File: src/logic/spc_pkg.sv
// Shared constants and types of the SDRAM performance counter unit
package spc_pkg;

  localparam logic [11:0] SPC_OFS_COUNTER_ONE   = 12'h000;
  localparam logic [11:0] SPC_OFS_COUNTER_TWO   = 12'h004;
  localparam logic [11:0] SPC_OFS_CONFIG        = 12'h008;
  localparam logic [11:0] SPC_OFS_SELECT        = 12'h00C;
  localparam logic [11:0] SPC_OFS_ELAPSED       = 12'h010;

  localparam int          SPC_CH_STRIDE         = 16;
  localparam int          SPC_CFG_MST_EN_POS    = 15;
  localparam int          SPC_CFG_REG_EN_POS    = 14;
  localparam int          SPC_CFG_TYPE_POS      = 0;
  localparam int          SPC_SEL_MST_POS       = 8;
  localparam int          SPC_SEL_REG_POS       = 0;

  localparam logic [31:0] SPC_CONFIG_MASK       = 32'hC00F_C00F;
  localparam logic [31:0] SPC_SELECT_MASK       = 32'hFF0F_FF0F;
  localparam logic [31:0] SPC_CONFIG_RESET      = 32'h0001_0000;
  localparam logic [31:0] SPC_SELECT_RESET      = 32'h0000_0000;
  localparam logic [31:0] SPC_COUNT_RESET       = 32'h0000_0000;

  localparam logic [3:0]  SPC_REGION_SDRAM      = 4'h0;
  localparam logic [3:0]  SPC_REGION_REGS       = 4'h7;

  typedef enum logic [3:0] {
    SPC_EV_ACCESS   = 4'b0000,
    SPC_EV_ACTIVATE = 4'b0001,
    SPC_EV_READ     = 4'b0010,
    SPC_EV_WRITE    = 4'b0011,
    SPC_EV_QFULL    = 4'b0100,
    SPC_EV_ELEVATE  = 4'b1000,
    SPC_EV_PENDING  = 4'b1001
  } spc_event_e;

  typedef struct packed {
    logic        cmd_valid;
    logic        cmd_write;
    logic [7:0]  cmd_master;
    logic        cmd_to_regs;
    logic [15:0] cmd_bytes;
    logic        activate;
    logic        queue_full;
    logic        queue_pending;
    logic        elevate;
    logic [7:0]  elevate_master;
    logic        elevate_to_regs;
  } spc_events_s;

  typedef struct packed {
    logic        master_en;
    logic        region_en;
    logic [3:0]  event_type;
    logic [7:0]  master_id;
    logic [3:0]  region_sel;
  } spc_chan_cfg_s;

endpackage : spc_pkg

File: src/logic/spc_event_counter.sv
// One filtered event counter channel
`timescale 1ns/1ps
module spc_event_counter
  import spc_pkg::*;
#(
  parameter int WIDTH = 32
)
(
  input  wire logic             hclk,
  input  wire logic             hresetn,
  input  wire logic             clk_en,
  input  wire spc_chan_cfg_s    cfg,
  input  wire spc_events_s      events,
  input  wire logic [2:0]       burst_log2,
  output logic      [WIDTH-1:0] count
);

  if (WIDTH != 32)
  begin : g_bad_width
    $error("spc_event_counter: WIDTH must be 32");
  end

  logic [7:0]       ev_master;
  logic             ev_to_regs;
  logic             master_ok;
  logic             region_ok;
  logic             code_ok;
  logic             filters_off;
  logic [16:0]      burst_mask;
  logic [16:0]      rounded;
  logic [16:0]      pieces;
  logic [WIDTH-1:0] step;
  logic [WIDTH-1:0] next_count;

  assign ev_master   = (cfg.event_type == SPC_EV_ELEVATE)
                     ? events.elevate_master : events.cmd_master;
  assign ev_to_regs  = (cfg.event_type == SPC_EV_ELEVATE)
                     ? events.elevate_to_regs : events.cmd_to_regs;
  assign filters_off = !cfg.master_en && !cfg.region_en;

  // Identity filter
  assign master_ok = !cfg.master_en || (ev_master == cfg.master_id);

  // Region filter
  assign region_ok = !cfg.region_en
    || ((cfg.region_sel == SPC_REGION_SDRAM) && !ev_to_regs)
    || ((cfg.region_sel == SPC_REGION_REGS) && ev_to_regs);

  // Legal code and filter combinations
  always_comb
  begin
    case (cfg.event_type)
      SPC_EV_ACCESS:   code_ok = !cfg.region_en;
      SPC_EV_ACTIVATE: code_ok = filters_off;
      SPC_EV_READ:     code_ok = 1'b1;
      SPC_EV_WRITE:    code_ok = 1'b1;
      SPC_EV_QFULL:    code_ok = filters_off;
      SPC_EV_ELEVATE:  code_ok = 1'b1;
      SPC_EV_PENDING:  code_ok = filters_off;
      default:         code_ok = 1'b0;
    endcase
  end

  // Transfer split into default-burst pieces, rounded up
  assign burst_mask = 17'((17'h0_0001 << burst_log2) - 17'h0_0001);
  assign rounded    = 17'({1'b0, events.cmd_bytes} + burst_mask);
  assign pieces     = rounded >> burst_log2;

  always_comb
  begin
    step = '0;
    case (cfg.event_type)
      SPC_EV_ACCESS:
        if (events.cmd_valid)
          step = WIDTH'(pieces);
      SPC_EV_READ:
        if (events.cmd_valid && !events.cmd_write)
          step = WIDTH'(pieces);
      SPC_EV_WRITE:
        if (events.cmd_valid && events.cmd_write)
          step = WIDTH'(pieces);
      SPC_EV_ACTIVATE:
        step = WIDTH'(events.activate);
      SPC_EV_QFULL:
        step = WIDTH'(events.queue_full);
      SPC_EV_ELEVATE:
        step = WIDTH'(events.elevate);
      SPC_EV_PENDING:
        step = WIDTH'(events.queue_pending);
      default:
        step = '0;
    endcase
    if (!(code_ok && master_ok && region_ok))
      step = '0;
  end

  assign next_count = count + step;

  always_ff @(posedge hclk or negedge hresetn)
  begin
    if (!hresetn)
      count <= '0;
    else if (clk_en)
      count <= next_count;
  end

endmodule : spc_event_counter

File: src/logic/spc_perf_counters.sv
// Performance counter unit with AHB-Lite register slave
`timescale 1ns/1ps
module spc_perf_counters
  import spc_pkg::*;
#(
  parameter int CHANNELS = 2
)
(
  input  wire logic        hclk,
  input  wire logic        hresetn,
  input  wire logic        clk_en,
  input  wire logic        hsel,
  input  wire logic [31:0] haddr,
  input  wire logic [1:0]  htrans,
  input  wire logic        hwrite,
  input  wire logic [2:0]  hsize,
  input  wire logic [31:0] hwdata,
  input  wire logic        hready,
  output logic             hreadyout,
  output logic             hresp,
  output logic      [31:0] hrdata,
  input  wire spc_events_s events,
  input  wire logic [2:0]  burst_log2
);

  if (CHANNELS != 2)
  begin : g_bad_channels
    $error("spc_perf_counters: CHANNELS must be 2");
  end

  logic [31:0]   config_reg;
  logic [31:0]   select_reg;
  logic [31:0]   elapsed;
  logic [31:0]   counts [CHANNELS];
  spc_chan_cfg_s chan_cfg [CHANNELS];

  logic          accept;
  logic          wr_pend;
  logic [11:0]   wr_addr;
  logic          hit_count_one;
  logic          hit_count_two;
  logic          hit_config;
  logic          hit_select;
  logic          hit_elapsed;
  logic [31:0]   rd_data;
  logic          wr_config;
  logic          wr_select;
  logic [31:0]   next_config;
  logic [31:0]   next_select;

  // Channel field extraction and counters
  genvar gi;
  generate
    for (gi = 0; gi < CHANNELS; gi++)
    begin : g_chan
      localparam int B = gi * SPC_CH_STRIDE;

      assign chan_cfg[gi].master_en  = config_reg[B + SPC_CFG_MST_EN_POS];
      assign chan_cfg[gi].region_en  = config_reg[B + SPC_CFG_REG_EN_POS];
      assign chan_cfg[gi].event_type =
        config_reg[B + SPC_CFG_TYPE_POS +: 4];
      assign chan_cfg[gi].master_id  =
        select_reg[B + SPC_SEL_MST_POS +: 8];
      assign chan_cfg[gi].region_sel =
        select_reg[B + SPC_SEL_REG_POS +: 4];

      spc_event_counter #(
        .WIDTH      (32)
      ) u_counter (
        .hclk       (hclk),
        .hresetn    (hresetn),
        .clk_en     (clk_en),
        .cfg        (chan_cfg[gi]),
        .events     (events),
        .burst_log2 (burst_log2),
        .count      (counts[gi])
      );
    end
  endgenerate

  // Elapsed cycle counter
  always_ff @(posedge hclk or negedge hresetn)
  begin
    if (!hresetn)
      elapsed <= SPC_COUNT_RESET;
    else if (clk_en)
      elapsed <= elapsed + 32'h0000_0001;
  end

  // Bus stalls while the unit is frozen
  assign hreadyout = clk_en;
  assign hresp     = 1'b0;
  assign accept    = hsel && htrans[1] && hready && clk_en;

  // Read address decode
  assign hit_count_one = (haddr[11:0] == SPC_OFS_COUNTER_ONE);
  assign hit_count_two = (haddr[11:0] == SPC_OFS_COUNTER_TWO);
  assign hit_config    = (haddr[11:0] == SPC_OFS_CONFIG);
  assign hit_select    = (haddr[11:0] == SPC_OFS_SELECT);
  assign hit_elapsed   = (haddr[11:0] == SPC_OFS_ELAPSED);

  assign rd_data = hit_count_one ? counts[0]
                 : hit_count_two ? counts[1]
                 : hit_config    ? config_reg
                 : hit_select    ? select_reg
                 : hit_elapsed   ? elapsed
                 : 32'h0000_0000;

  // Data-phase write decode; counters take no writes
  assign wr_config = wr_pend && clk_en && (wr_addr == SPC_OFS_CONFIG);
  assign wr_select = wr_pend && clk_en && (wr_addr == SPC_OFS_SELECT);

  // Reserved bits are dropped so they read as zero
  assign next_config = hwdata & SPC_CONFIG_MASK;
  assign next_select = hwdata & SPC_SELECT_MASK;

  always_ff @(posedge hclk or negedge hresetn)
  begin
    if (!hresetn)
    begin
      wr_pend <= 1'b0;
      wr_addr <= 12'h000;
      hrdata  <= 32'h0000_0000;
    end
    else if (clk_en)
    begin
      wr_pend <= accept && hwrite;
      if (accept)
        wr_addr <= haddr[11:0];
      if (accept && !hwrite)
        hrdata <= rd_data;
    end
  end

  always_ff @(posedge hclk or negedge hresetn)
  begin
    if (!hresetn)
    begin
      config_reg <= SPC_CONFIG_RESET;
      select_reg <= SPC_SELECT_RESET;
    end
    else
    begin
      if (wr_config)
        config_reg <= next_config;
      if (wr_select)
        select_reg <= next_select;
    end
  end

endmodule : spc_perf_counters

File: config.mk
export PLATFORM = sky130hd
export DESIGN_NAME = spc_perf_counters
export DESIGN_NICKNAME = d
export VERILOG_FILES = /design/src/logic/spc_pkg.sv /design/src/logic/spc_event_counter.sv /design/src/logic/spc_perf_counters.sv
export SDC_FILE = /design/constraint.sdc
export NUM_CORES = 1
export LEC_CHECK = 0
export BUFFER_PORTS_ARGS = -buffer_cell sky130_fd_sc_hd__buf_4
export CORE_MARGIN = 2
export CORE_UTILIZATION = 32
export DETAILED_ROUTE_END_ITERATION = 10
export PLACE_DENSITY = 0.57
export REMOVE_ABC_BUFFERS = 1
export SLEW_MARGIN = 10
export SYNTH_ARGS = -nofsm -noshare
export SYNTH_HDL_FRONTEND = slang
export SYNTH_SLANG_ARGS = --single-unit
export TNS_END_PERCENT = 50
File: constraint.sdc
create_clock -name hclk -period 10.7 [get_ports hclk]
set_input_delay 1.07 -clock hclk [delete_from_list [all_inputs] [get_ports hclk]]
set_output_delay 1.07 -clock hclk [all_outputs]
set_load 0.03 [all_outputs]
==> results.tsv <==
metric	value	unit
syn avg cell area	8.73	sq um
ys flop type	dfrtp_1	
crit path max fanout	22	
most repeated library cell on the critical path	ha_1	
worst slew pin tran	1160	ps
average wire per standard cell	19.3	um
buffer count from post-CTS setup fixing	0	
Cell Rows	74	
status	finished clean	
crit path max-delay cell type	a41oi_2	
root buffer selected by CTS	clkbuf_16	
Die W	208	um
Post-synth EDFFs	0	
sequential element share of the synthesized area	0.333	
Mapped Area	0.0133	sq mm
port bufs	118	
H-tree Lvls	4	
WP data arrival	7990	ps
CTS Hold Bufs	0	
antenna viol nets, final	0	
CTS tree	yes	
die extent in y	208	um
Net count, final	1766	
Layout area overhead	14.3	%
kind of critical path	primary input to flop	
register name with the most flops	g_chan.u_counter.count	
GRT Total Usage	0.188	
placed instance area	0.0146	sq mm
DP Worst Slack	2780	ps
worst-path cell chain	buf_4, inv_1, nor2_1, nand2_1, ha_1, inv_1, ha_1, nor2b_1, o31a_1, o31ai_1, xnor2_1, mux4_2, a31oi_1, nor2_1, ha_1, nor2b_1, o31a_1, o21ai_0, a31oi_1, a41oi_2, mux2_2, o2111ai_1	
number of flip-flops in the largest register	64	
drt pass-1 iters	6	
GR Overflow Total	0	
CTS max path bufs	2	
Synth async-reset ratio	1.00	
initial antenna violation count	0	
Final min period	7640	ps
gpl congestion	0.847	
core area	0.0409	sq mm
# fillers	4186	
share of layout cells above drive strength 1	0.164	
Tcrit/Tclk final	0.714	
post-DP HPWL	30.7	mm
number of global-route vias before repair	11800	
Ys Warns	0	
biggest regs	g_chan.u_counter.count (64), elapsed (32), hrdata (32)	
Non-Filler Instances	2132	
Worst Hold Class	flop to flop	
Initial DRC Count	850	
WP data required	11060	ps
I/O pin cnt	152	
Die Area	0.0433	sq mm
CP startpoint kind	primary input	
Clock Skew	17.0	ps
WHS	474	ps
relative slew slack	0.227	
Synth cell types	78	
max cap viols	0	
setup tns final	0	ps
# resized after CTS	0	
final hold violation count	0	
worst stage delay on the critical path	760	ps
fin worst setup slack	3060	ps
Mapped Cells	1526	
synthesized flop and latch total	177	
total chip power	1.78	mW
dpl cells	2100	
TritonCTS sink count	177	
CTS buffer count	17	
Finished Cell Area	0.0152	sq mm
final WL	41.2	mm
unrepaired setup endpoints after global routing	false	
via count	12200	
Remaining DRCs	0	
Final Core Density	0.372	
maximum VDD drop	0.108	mV
diode count	0	
static leakage	6.88	nW
crit path capture type	flop	
Worst-path clk slew	70	ps
largest net degree at the start of global routing	68	
Setup violations, final	0	
Initial Util	0.326	
Fmax	131	MHz
latest clock arrival within the worst-skew pair	450	ps
global-route wire length before repair	65.2	mm
Final Max Slew Viols	0	
Power Density	117	mW/mm^2
Via-to-Cell Ratio	5.73	
==> cells in the mapped netlist (6+ instances only) <==
| master | number | area, sq um |
|---|---|---|
| o2bb2ai_1 | 10 | 87.6 |
| clkbuf_1 | 74 | 278 |
| o31ai_1 | 11 | 82.6 |
| a21oi_1 | 60 | 300 |
| o221ai_1 | 6 | 52.6 |
| o311ai_0 | 6 | 52.6 |
| nor2b_1 | 17 | 106 |
| o21ai_0 | 105 | 526 |
| nor3b_1 | 22 | 165 |
| a221oi_1 | 8 | 70.1 |
| nand4_1 | 32 | 200 |
| inv_1 | 87 | 327 |
| o2111ai_1 | 13 | 114 |
| o21bai_1 | 6 | 45.0 |
| mux2_2 | 75 | 845 |
| o21a_1 | 14 | 105 |
| xor2_1 | 39 | 342 |
| or3_1 | 16 | 100 |
| nand2_1 | 142 | 533 |
| nor2_1 | 61 | 229 |
| nor4_1 | 20 | 125 |
| buf_1 | 8 | 30.0 |
| or2_2 | 9 | 56.3 |
| nand2b_1 | 11 | 68.8 |
| mux2i_1 | 21 | 210 |
| nand3_1 | 52 | 260 |
| a211oi_1 | 31 | 233 |
| and4_1 | 11 | 96.3 |
| xnor2_1 | 46 | 403 |
| a2111oi_0 | 12 | 105 |
| nor3_1 | 57 | 285 |
| a222oi_1 | 11 | 110 |
| a21o_1 | 23 | 173 |
| and2_1 | 16 | 100 |
| dfrtp_1 | 176 | 4400 |
| a31oi_1 | 31 | 194 |
| o211ai_1 | 18 | 135 |
| ha_1 | 58 | 726 |
| o211a_1 | 7 | 70.1 |
| and3_1 | 20 | 125 |
==> area by class of cell <==
| type | instances | area [sq um] | share of cell area |
|---|---|---|---|
| clock buffer | 20 | 447 | 0.0293 |
| clock inverter | 12 | 135 | 0.00888 |
| inverter | 87 | 327 | 0.0215 |
| multi-input combinational | 1174 | 8240 | 0.541 |
| sequential | 177 | 4430 | 0.291 |
| tap | 532 | 666 | 0.0437 |
| timing repair buffer | 130 | 980 | 0.0644 |
==> report_power, final <==
group          internal, mW  switching (mW)
Clock                 0.351           0.288
Sequential            0.714          0.0461
Combinational         0.163           0.215
Total                  1.23           0.549
==> cells by family (layout without fill, tap and decap cells) <==
logic type	Yosys count	count (layout)	synth area share
AOI/OAI and AO/OA	418	418	0.215
and+or+nand+nor	509	509	0.201
muxes	100	100	0.0862
DFF	177	177	0.333
buffers and inverters	175	249	0.0502
other	1	1	0.000281
adders and majority gates	61	61	0.0590
xor gates and xnor gates	85	85	0.0559
==> worst max-delay path, delay by kind of cell <==
kind | cells | cell delay [ps]
AOI/OAI and AO/OA | 8 | 2930
xor gates and xnor gates | 1 | 330
adders and majority gates | 3 | 990
buffers and inverters | 3 | 670
muxes | 2 | 990
and+or+nand+nor | 5 | 980
==> metal layers <==
layer / up-vias / global-route usage / part of all wire
li1: 5829 / - / -
met4: 0 / 0.0582 / 0.023
met5: - / 0 / 0
met3: 59 / 0.0376 / 0.062
met2: 375 / 0.301 / 0.46
met1: 5956 / 0.255 / 0.45
==> cell usage in the layout (no fill, tap or decap), types with 22 or more instances in the layout <==
| cell | count |
|---|---|
| a211oi_1 | 31 |
| a21o_1 | 23 |
| a21oi_1 | 60 |
| a31oi_1 | 31 |
| buf_4 | 129 |
| dfrtp_1 | 176 |
| ha_1 | 58 |
| inv_1 | 87 |
| mux2_2 | 75 |
| nand2_1 | 142 |
| nand3_1 | 52 |
| nand4_1 | 32 |
| nor2_1 | 61 |
| nor3_1 | 57 |
| nor3b_1 | 22 |
| o21ai_0 | 105 |
| xnor2_1 | 46 |
| xor2_1 | 39 |
==> worst paths after layout <==
path | start | to | slack (ps) | cells past startpoint
setup / recovery | burst_log2[1] | g_chan[0].u_counter.count[20] | 3060 | 22
hold / removal | elapsed[31] | elapsed[31] | 470 | 1
setup reg to reg | config_reg[1] | g_chan[0].u_counter.count[30] | 4700 | 14
hold reg to reg | elapsed[31] | elapsed[31] | 470 | 1
max in group asynchronous | hresetn | wr_pend | 8840 | 2
min in group asynchronous | hresetn | g_chan[0].u_counter.count[24] | 570 | 1
Power figures use the tool's default switching activity.
